## config.mk

```make
export PLATFORM = sky130hd
export DESIGN_NAME = psif_status_flags
export DESIGN_NICKNAME = d
export VERILOG_FILES = /design/src/psif_pkg.sv /design/src/psif_change_flag.sv /design/src/psif_status_flags.sv
export SDC_FILE = /design/constraint.sdc
export NUM_CORES = 1
export LEC_CHECK = 0
export BUFFER_PORTS_ARGS = -buffer_cell sky130_fd_sc_hd__buf_2
export CAP_MARGIN = 40
export CORE_MARGIN = 1.5
export CORE_UTILIZATION = 49
export DETAILED_ROUTE_END_ITERATION = 12
export MAX_ROUTING_LAYER = met4
export PLACE_DENSITY = 0.8
export SLEW_MARGIN = 20
export SYNTH_ARGS = -nofsm -noshare
export SYNTH_HDL_FRONTEND = slang
export SYNTH_SLANG_ARGS = --single-unit
```

## constraint.sdc

```tcl
create_clock -name sys_clk_in -period 1.6 [get_ports sys_clk_in]
set_input_delay 0.16 -clock sys_clk_in [delete_from_list [all_inputs] [get_ports sys_clk_in]]
set_output_delay 0.16 -clock sys_clk_in [all_outputs]
set_load 0.03 [all_outputs]
```

## src/psif_pkg.sv

```systemverilog
// Behaviour
// - linear regulator status: linreg3 dropout/short/uv/overtemp, linreg2 uv/overtemp, linreg1 uv/overtemp
// - switch/buck status: buck-boost fault bit 7, buck3..1 overtemp bits 2..0
// - bit 6 of switch/buck status is OR of three load switch overtemps
// - bits 5..3 report load switch 3..1 start-up timeout
// - battery good bit 7 reads 1 above threshold or without charger input
// - step charge bit 6, meaningful only with valid input and charger enabled
// - regulation bit 5, valid additionally only while system limit flag is 0
// - recharge bit 4, same validity as regulation bit
// - harvester compare bit 3, valid only while harvester enable is 1
// - flag register one: bit 7 zone change, bit 4 timeout change, bit 0 state change
// - flag register two: each bit set on change of same charger input status bit
// - flags stay set until their register is read; read returns then clears, unless a change lands in the read cycle
// - charger input status: system limit bit 7 down to thermal shutdown bit 0
// - each flag has a mask bit; 0 masks, 1 unmasks
package psif_pkg;
    localparam logic [7:0] PSIF_LINREG_STATUS_ADDR = 8'h03;
    localparam logic [7:0] PSIF_SWITCH_STATUS_ADDR = 8'h04;
    localparam logic [7:0] PSIF_CHGCMP_STATUS_ADDR = 8'h05;
    localparam logic [7:0] PSIF_STATE_FLAGS_ADDR = 8'h07;
    localparam logic [7:0] PSIF_INPUT_FLAGS_ADDR = 8'h08;
    localparam logic [7:0] PSIF_RESET_BYTE = 8'h00;
    localparam int PSIF_ZONE_FLAG_BIT = 7;
    localparam int PSIF_TIMEOUT_FLAG_BIT = 4;
    localparam int PSIF_STATE_FLAG_BIT = 0;
    localparam logic [7:0] PSIF_STATE_FLAGS_USED = 8'h91;
endpackage

```

## src/psif_change_flag.sv

```systemverilog
// one sticky change flag; a change in the clearing cycle wins over the clear
module psif_change_flag
    import psif_pkg::*;
(
    input wire logic sys_clk_in, // system clock
    input wire logic reset_n_in, // async reset, active low
    input wire logic change_in, // watched field changed this cycle
    input wire logic clear_in, // register read, clear the flag
    output logic flag_out // sticky flag
);
    always_ff @(posedge sys_clk_in or negedge reset_n_in) begin
        if (!reset_n_in) begin
            flag_out <= 1'b0;
        end else if (change_in) begin
            flag_out <= 1'b1;
        end else if (clear_in) begin
            flag_out <= 1'b0;
        end
    end
endmodule

```

## src/psif_status_flags.sv

```systemverilog
module psif_status_flags
    import psif_pkg::*;
(
    input wire logic sys_clk_in, // 250 MHz system clock
    input wire logic reset_n_in, // async reset, active low
    input wire logic linreg3_dropout_in, // linear regulator 3 dropout
    input wire logic linreg3_short_in, // linear regulator 3 short circuit
    input wire logic linreg3_undervoltage_in, // linear regulator 3 undervoltage lockout
    input wire logic linreg3_overtemp_in, // linear regulator 3 thermal shutdown
    input wire logic linreg2_undervoltage_in, // linear regulator 2 undervoltage
    input wire logic linreg2_overtemp_in, // linear regulator 2 thermal shutdown
    input wire logic linreg1_undervoltage_in, // linear regulator 1 undervoltage
    input wire logic linreg1_overtemp_in, // linear regulator 1 thermal shutdown
    input wire logic buckboost_fault_in, // buck-boost fault
    input wire logic [2:0] switch_overtemp_in, // load switch 3..1 thermal shutdown
    input wire logic switch3_start_timeout_in, // load switch 3 start timeout
    input wire logic switch2_start_timeout_in, // load switch 2 start timeout
    input wire logic switch1_start_timeout_in, // load switch 1 start timeout
    input wire logic buck3_overtemp_in, // buck 3 thermal shutdown
    input wire logic buck2_overtemp_in, // buck 2 thermal shutdown
    input wire logic buck1_overtemp_in, // buck 1 thermal shutdown
    input wire logic battery_good_in, // battery above undervoltage threshold
    input wire logic step_charge_active_in, // step-charge reduction active
    input wire logic battery_at_regulation_in, // battery at or above regulation
    input wire logic battery_above_recharge_in, // battery at or above recharge
    input wire logic harvester_battery_compare_in, // battery above harvester level
    input wire logic harvester_enable_in, // harvester interaction enabled
    input wire logic charger_enable_in, // charger enabled
    input wire logic [2:0] thermistor_zone_in, // thermistor zone field
    input wire logic const_current1_timeout_in, // constant current 1 timeout
    input wire logic [3:0] charger_state_in, // charger state field
    input wire logic [7:0] charger_input_status_in, // system limit .. thermal shutdown
    input wire logic [7:0] state_flags_mask_in, // mask for flag register one
    input wire logic [7:0] input_flags_mask_in, // mask for flag register two
    input wire logic rd_en_in, // register read strobe, one cycle
    input wire logic [7:0] rd_addr_in, // register address
    output logic [7:0] rd_data_out, // read data, one cycle after strobe
    output logic irq_out // interrupt, active high
);
    //////////////////////////////////////////////////////////////////////
    logic [7:0] linreg_d;
    logic [7:0] switch_d;
    logic [7:0] chgcmp_d;
    logic input_present;
    logic charge_valid;
    logic vreg_valid;
    logic [7:0] linreg_q;
    logic [7:0] switch_q;
    logic [7:0] chgcmp_q;
    logic [2:0] zone_q;
    logic timeout_q;
    logic [3:0] state_q;
    logic [7:0] input_q;
    logic [7:0] state_change;
    logic [7:0] state_flags;
    logic [7:0] input_flags;
    logic rd_state;
    logic rd_input;

    always_comb begin
        linreg_d = {linreg3_dropout_in, linreg3_short_in, linreg3_undervoltage_in, linreg3_overtemp_in,
            linreg2_undervoltage_in, linreg2_overtemp_in,
            linreg1_undervoltage_in, linreg1_overtemp_in};
        switch_d = {buckboost_fault_in, |switch_overtemp_in,
            switch3_start_timeout_in, switch2_start_timeout_in, switch1_start_timeout_in,
            buck3_overtemp_in, buck2_overtemp_in, buck1_overtemp_in};
    end

    // overvoltage bit 4, input-valid bit 3 must read 01
    assign input_present = !charger_input_status_in[4] && charger_input_status_in[3];
    assign charge_valid = input_present && charger_enable_in;
    assign vreg_valid = charge_valid && !charger_input_status_in[7];

    // invalid step, regulation, recharge and harvester results read 0 rather than stale values; battery good reads 1 without input
    always_comb begin
        chgcmp_d = PSIF_RESET_BYTE;
        chgcmp_d[7] = battery_good_in || !input_present;
        chgcmp_d[6] = step_charge_active_in && charge_valid;
        chgcmp_d[5] = battery_at_regulation_in && vreg_valid;
        chgcmp_d[4] = battery_above_recharge_in && vreg_valid;
        chgcmp_d[3] = harvester_battery_compare_in && harvester_enable_in;
    end

    //////////////////////////////////////////////////////////////////////
    always_ff @(posedge sys_clk_in or negedge reset_n_in) begin
        if (!reset_n_in) begin
            linreg_q <= PSIF_RESET_BYTE;
            switch_q <= PSIF_RESET_BYTE;
            chgcmp_q <= PSIF_RESET_BYTE;
        end else begin
            linreg_q <= linreg_d;
            switch_q <= switch_d;
            chgcmp_q <= chgcmp_d;
        end
    end

    // previous-cycle copies; reset to 0 so a nonzero field after reset flags once
    always_ff @(posedge sys_clk_in or negedge reset_n_in) begin
        if (!reset_n_in) begin
            zone_q <= 3'h0;
            timeout_q <= 1'b0;
            state_q <= 4'h0;
            input_q <= PSIF_RESET_BYTE;
        end else begin
            zone_q <= thermistor_zone_in;
            timeout_q <= const_current1_timeout_in;
            state_q <= charger_state_in;
            input_q <= charger_input_status_in;
        end
    end

    always_comb begin
        state_change = PSIF_RESET_BYTE;
        state_change[PSIF_ZONE_FLAG_BIT] = zone_q != thermistor_zone_in;
        state_change[PSIF_TIMEOUT_FLAG_BIT] = timeout_q != const_current1_timeout_in;
        state_change[PSIF_STATE_FLAG_BIT] = state_q != charger_state_in;
    end

    assign rd_state = rd_en_in && (rd_addr_in == PSIF_STATE_FLAGS_ADDR);
    assign rd_input = rd_en_in && (rd_addr_in == PSIF_INPUT_FLAGS_ADDR);

    //////////////////////////////////////////////////////////////////////
    genvar gi;
    generate
        for (gi = 0; gi < 8; gi++) begin : g_flag
            if (PSIF_STATE_FLAGS_USED[gi]) begin : g_used
                psif_change_flag u_state (
                    .sys_clk_in(sys_clk_in),
                    .reset_n_in(reset_n_in),
                    .change_in(state_change[gi]),
                    .clear_in(rd_state),
                    .flag_out(state_flags[gi])
                );
            end else begin : g_unused
                assign state_flags[gi] = 1'b0;
            end
            psif_change_flag u_input (
                .sys_clk_in(sys_clk_in),
                .reset_n_in(reset_n_in),
                .change_in(input_q[gi] != charger_input_status_in[gi]),
                .clear_in(rd_input),
                .flag_out(input_flags[gi])
            );
        end
    endgenerate

    //////////////////////////////////////////////////////////////////////
    // read returns the flag value before the clear takes effect
    always_ff @(posedge sys_clk_in or negedge reset_n_in) begin
        if (!reset_n_in) begin
            rd_data_out <= PSIF_RESET_BYTE;
        end else if (rd_en_in) begin
            unique case (rd_addr_in)
                PSIF_LINREG_STATUS_ADDR: rd_data_out <= linreg_q;
                PSIF_SWITCH_STATUS_ADDR: rd_data_out <= switch_q;
                PSIF_CHGCMP_STATUS_ADDR: rd_data_out <= chgcmp_q;
                PSIF_STATE_FLAGS_ADDR: rd_data_out <= state_flags;
                PSIF_INPUT_FLAGS_ADDR: rd_data_out <= input_flags;
                default: rd_data_out <= PSIF_RESET_BYTE;
            endcase
        end
    end

    always_ff @(posedge sys_clk_in or negedge reset_n_in) begin
        if (!reset_n_in) begin
            irq_out <= 1'b0;
        end else begin
            irq_out <= |(state_flags & state_flags_mask_in) | |(input_flags & input_flags_mask_in);
        end
    end
endmodule

```

* Yosys cells after proc, flatten, opt, wreduce, memory -nomap -nowiden *
Cells that the tools add are included.

storage, ports and cells
  bits in registers = 57
  word-level logic and storage cells = 80
  output and inout port bits = 9
  bits of input ports = 68

cells by class
  eq/ne operators = 16
  reduce and logical (&&, ||, !) cells = 27
  bitwise gates (word level) = 3
  muxes and demuxes = 14

operators by type and width
  operator              number
  $pmux W8 S5           1
  $eq A8 B3 Y1 const B  3
  $reduce_bool A2 Y1    11
  $and A8 B8 Y8         2
  $reduce_or A8 Y1      2
  $mux W1               13
  $logic_and A1 B1 Y1   9
  $ne A1 B1 Y1          9
  $eq A8 B2 Y1 const B  1
  $eq A8 B4 Y1 const B  1
  $ne A4 B4 Y1          1
  $logic_not A1 Y1      3
  $ne A3 B3 Y1          1
  $reduce_or A3 Y1      1
  $logic_or A1 B1 Y1    1
  $or A1 B1 Y1          1

* Longest topological paths before layout *
  word-level depth = 5
  depth in mapped cells = 6
  gate-level depth less buffers = 4

* By module *
Synthesis repeated with hierarchy kept, for this count alone.

unflattened totals
  cell total of the unflattened synthesis = 179
  area, all modules = 2280.9 µm²

modules (own cells, without submodules)
  module             cells each  area an instance (µm²)  times used  sequential area each (µm²)
  psif_status_flags  146         1881.8                  1           1151.1
  psif_change_flag   3           36.3                    11          25.0

* Worst setup path before layout *
OpenSTA, ideal clock, no wires.

  path type = input port to flip-flop
  start = input rd_addr_in[5]
  end = register g_flag[7].g_used.u_state.flag_out
  stages = 4
  path slack = 0.032 ns
  library setup time = 0.129 ns
  buffers on the path = 0
  arrival = 1.440 ns
  required time = 1.471 ns
  cells stage by stage = or4_4 -> nor2_8 -> nand4_4 -> a2111o_1

on the way
  cells in the longest elaborated chain, start to end = 3

RTL lines
  item                                 line                      source
  start, declared                      psif_status_flags.sv:36   input wire logic [7:0] rd_addr_in,
  $eq A8 B3 Y1                         psif_status_flags.sv:119  assign rd_state = rd_en_in && (rd_addr_in == PSIF_STATE_FLAGS_ADDR);
  $logic_and A1 B1 Y1                  psif_status_flags.sv:119
  $reduce_bool A2 Y1 (no source line)  n/a
  end signal, assigned                 psif_change_flag.sv:13    flag_out <= 1'b0;
  end signal, assigned                 psif_change_flag.sv:15    flag_out <= 1'b1;
  end signal, assigned                 psif_change_flag.sv:17    flag_out <= 1'b0;
  end, declared                        psif_change_flag.sv:9     output logic flag_out

Every way passes these cells.
A chain may end at the register's enable or synchronous reset.

* Worst setup path after layout *
  start = input rd_addr_in[2]
  end = register rd_data_out[2]

on the way
  cells in the longest elaborated chain, start to end = 2
  elaborated cells on any way between the ends = 6
  classes of those cells = 5 x eq/ne; 1 x mux

RTL lines
  item                                  line                      source
  $eq A8 B4 Y1 (tied with other cells)  psif_status_flags.sv:153  unique case (rd_addr_in)
  $pmux W8 S5 (*)                       psif_status_flags.sv:153
  end signal, assigned                  psif_status_flags.sv:154  PSIF_LINREG_STATUS_ADDR: rd_data_out <= linreg_q;
  end signal, assigned                  psif_status_flags.sv:155  PSIF_SWITCH_STATUS_ADDR: rd_data_out <= switch_q;
  end signal, assigned                  psif_status_flags.sv:156  PSIF_CHGCMP_STATUS_ADDR: rd_data_out <= chgcmp_q;
  end, declared                         psif_status_flags.sv:37   output logic [7:0] rd_data_out,

Mark *: on every way between the ends. The rest lies on a longest branch, timed or not.

==> run_results.csv <==
group,metric,value,unit
clock_tree,clkSinkCount,57,
global_routing,first_pass_grt_wire_length,8400,microns
power,netSwitchingFraction,21.7,%
synthesis,post_synth_instance_area,2230,sq um
setup_path,critical_path_required,1.83,ns
power,combinationalPowerShare,10.2,%
placed_design,place.gp.congestion,0.757,
flow_run,drv.max_cap_violation_count,0,
setup_path,critical_path_peak_fanout,9,
clock_tree,tritoncts,"built",
setup_path,critical_path.slowest_cell,"sky130_fd_sc_hd__nor2b_1",
power,p_seq_share,48.2,%
final_layout,design.final.nets,344,
timing,grt_setup_unrepaired,"false",
power,p_total,3.14,mW
power,power.density_cell_area,981,nW/um^2
clock_tree,htree_num_levels,3,
final_layout,drive_above_1_share,35.4,%
global_routing,antenna_found_initial,0,
die,die-area,4960,sq um
timing,fin_worst_skew,0.00741,ns
synthesis,seq_area_frac_synth,64.0,%
setup_path,setup.worst_path.end_class,"flip-flop",
setup_path,slowest_delay,0.57,ns
clock_tree,cts.repair_timing.setup_buffer_count,0,
timing,layout_min_cycle_time,1.38,ns
die,top_level_ports,77,
clock_tree,hold_buffers,32,
synthesis,synthesis.area_per_instance,13.8,sq um
synthesis,synth_nets,229,
run_status,run_status,"finished, final reports clean",
synthesis,synth.ff_latch_count,57,
final_layout,final_core_utilization,73.4,%
die,floorplan.initialDensity,51.1,%
placed_design,number_of_i_o_port_buffers,71,
global_routing,overflow,0,
timing,final_critical_path_setup_slack,0.224,ns
power,total_switching_power,0.680,mW
global_routing,gr-usage-all-layers,23.4,%
placed_design,preCtsSetupSlack,-0.0845,ns
clock_tree,clk_path_buf_depth,2,
power,intPower,2.46,mW
die,die-width,70.4,microns
routing,drt-initial-drc-count,117,
timing,timing_worst_slew_pin_value,0.665,ns
routing,routed_wl,5020,microns
setup_path,worst_setup_path_start_kind,"primary input",
synthesis,ys_warn_count,0,
clock_tree,number_of_resized_instances_in_the_post_cts_repair_step,0,
clock_tree,clockRootBuffer,"sky130_fd_sc_hd__clkbuf_8",
final_layout,syn2layout_area_growth,43.5,%
synthesis,syn-instance-count,161,
routing,drt_pre_antenna_iters,4,
power,p_leak,1.46,nW
clock_tree,worst_skew_pair.late_latency,0.32,ns
power,power.clock.fraction,41.6,%
placed_design,hpwl_after_detailed_placement,3480,microns
setup_path,crit_family,"simple AND/OR/NAND/NOR gates",
timing,timing.final.max_slew_violations,0,
clock_tree,cts-buffers-inserted,9,
timing,final_hold_viol_count,0,
timing,fin_crit_sh,86.0,%
global_routing,maximum_number_of_pins_on_one_net_before_global_route_repair,58,
routing,antenna_violating_nets_post_route,0,
setup_path,worstPathCellList,"buf_2, nor2b_1, a211oi_1, nand4bb_1, o22ai_1",
routing,detail_route.drc_violations,0,
die,die_height,70.4,microns
global_routing,first_global_vias,1818,
die,core_region_area,4350,sq um
clock_tree,clk_pin_slew_worst_paths,0.06,ns
timing,max_clock_freq,727,MHz
worst_hold_path,class_of_the_worst_hold_path,"in -> reg",
setup_path,critical_path_class,"in -> reg",
timing,finalSetupViolCount,0,
timing,timing.setup.tns,0,ns
timing,max_slew_margin,55.6,%
setup_path,cp_data_arrival_time,1.61,ns
routing,route.detailed.wl_per_inst,15.1,microns
die,num_rows,24,
setup_path,critical_path.n_buffers_inverters,1,
final_layout,antennaDiodeCount,0,
power,ir_worst_vdd,0.748,mV
timing,final.hold.worst_slack,0.0280,ns
routing,via_count,1724,
routing,route.detailed.vias_per_inst,5.19,
synthesis,yosysUniqueCellTypes,35,
-- power by group through the flow --
stage | combinational (mW) | sequential [mW] | clock (mW)
after global placement | 0.253 | 1.53 | 0
after CTS | 0.318 | 1.51 | 1.33
after global routing | 0.353 | 1.51 | 1.40
final | 0.319 | 1.51 | 1.30
after detailed placement | 0.258 | 1.54 | 0
after floorplan | 0.104 | 1.54 | 0
-- cells in the final DEF, fill, tap and decap left out, drive strengths merged, types with 2 or more instances in the layout --
cell / synthesis / routed
xor2: 12 / 12
o22ai: 6 / 6
buf: 2 / 77
dfrtp: 57 / 57
clkbuf: 3 / 12
a21o: 10 / 10
a21oi: 2 / 2
xnor2: 4 / 4
a22o: 13 / 13
nand2: 2 / 2
nand2b: 2 / 2
inv: 7 / 7
and2: 3 / 3
nand3: 2 / 2
a221oi: 2 / 2
a32oi: 4 / 4
nor2b: 5 / 5
nor2: 5 / 5
mux2: 3 / 3
nor4bb: 2 / 2
nand4: 2 / 2
a22oi: 4 / 4
dlygate4sd3: 0 / 32
clkinv: 0 / 2
-- sequential cells by signal, summed over array words and instances (netlist names) --
| register | flops |
|---|---|
| linreg_q | 8 |
| input_q | 8 |
| rd_data_out | 8 |
| chgcmp_q | 5 |
| state_q | 4 |
| g_flag.u_input.flag_out | 8 |
| timeout_q | 1 |
| irq_out | 1 |
| switch_q | 8 |
| zone_q | 3 |
| g_flag.g_used.u_state.flag_out | 3 |
-- cells by family (layout without fill, tap and decap cells) --
kind of cell | count (synthesis) | after routing | share of synthesized area [%]
flops | 57 | 57 | 64.0
compound gates | 45 | 45 | 16.1
simple gates | 28 | 28 | 9.83
xor+xnor | 16 | 16 | 6.29
buf+inv | 12 | 131 | 2.25
mux | 3 | 3 | 1.52
-- worst paths after layout --
| kind | startpoint | end | slack (ns) | cells after the start |
|---|---|---|---|---|
| max in group asynchronous | reset_n_in | rd_data_out[4] | 0.98 | 3 |
| max reg2reg | g_flag[7].g_used.u_state.flag_out | rd_data_out[7] | 0.27 | 4 |
| min | switch_overtemp_in[2] | switch_q[6] | 0.03 | 2 |
| max | rd_addr_in[2] | rd_data_out[2] | 0.22 | 5 |
| min in group asynchronous | reset_n_in | switch_q[7] | 0.36 | 3 |
| min reg2reg | g_flag[5].u_input.flag_out | g_flag[5].u_input.flag_out | 0.52 | 1 |
-- cell type report --
| class | count | area [sq um] |
|---|---|---|
| inverters | 7 | 26.3 |
| multi-input cells | 92 | 751 |
| flip-flops and latches | 57 | 1430 |
| well taps | 52 | 65.1 |
| clock buffers | 12 | 155 |
| repair buffers | 109 | 733 |
| clock inverters | 3 | 40.0 |
| fillers | 293 | 1160 |
-- worst reg2reg max path, stage by stage, from the launching register on --
cell                      delay, ns
sky130_fd_sc_hd__dfrtp_1       0.41
sky130_fd_sc_hd__mux2_2        0.28
sky130_fd_sc_hd__a22o_1        0.23
sky130_fd_sc_hd__a22oi_1       0.20
sky130_fd_sc_hd__a21oi_1       0.09
-- per-layer routing --
metal,GRT usage [%],up-vias,wire length (microns)
li1,-,814,-
met1,26.5,841,2060
met2,37.8,56,2600
met3,6.06,13,241
met4,12.6,0,123
met5,-,-,0
-- synth_stat cells, drive strengths merged --
master	instances	area [sq um]
dfrtp	57	1430
a22o	13	114
xor2	12	105
a21o	10	75.1
inv	7	26.3
o22ai	6	37.5
nor2	5	35.0
nor2b	5	31.3
a22oi	4	30.0
a32oi	4	35.0
xnor2	4	35.0
and2	3	18.8
clkbuf	3	11.3
mux2	3	33.8
a21oi	2	10.0
a221oi	2	17.5
buf	2	12.5
nand2	2	7.51
nand2b	2	12.5
nand3	2	15.0
nand4	2	27.5
nor4bb	2	20.0
a2111o	1	11.3
a211oi	1	7.51
a222oi	1	10.0
a311o	1	10.0
and3	1	6.26
nand4bb	1	11.3
nor3	1	16.3
or3	1	6.26
or4	1	11.3
-- per-stage QoR --
step           cell area (sq um)  std cells
2_1_floorplan               2230        161
3_3_place_gp                2680        285
3_5_place_dp                2680        285
4_1_cts                     3200        332
5_1_grt                     3200        332
6_report                    3200        332
Power figures use the tool's default switching activity.
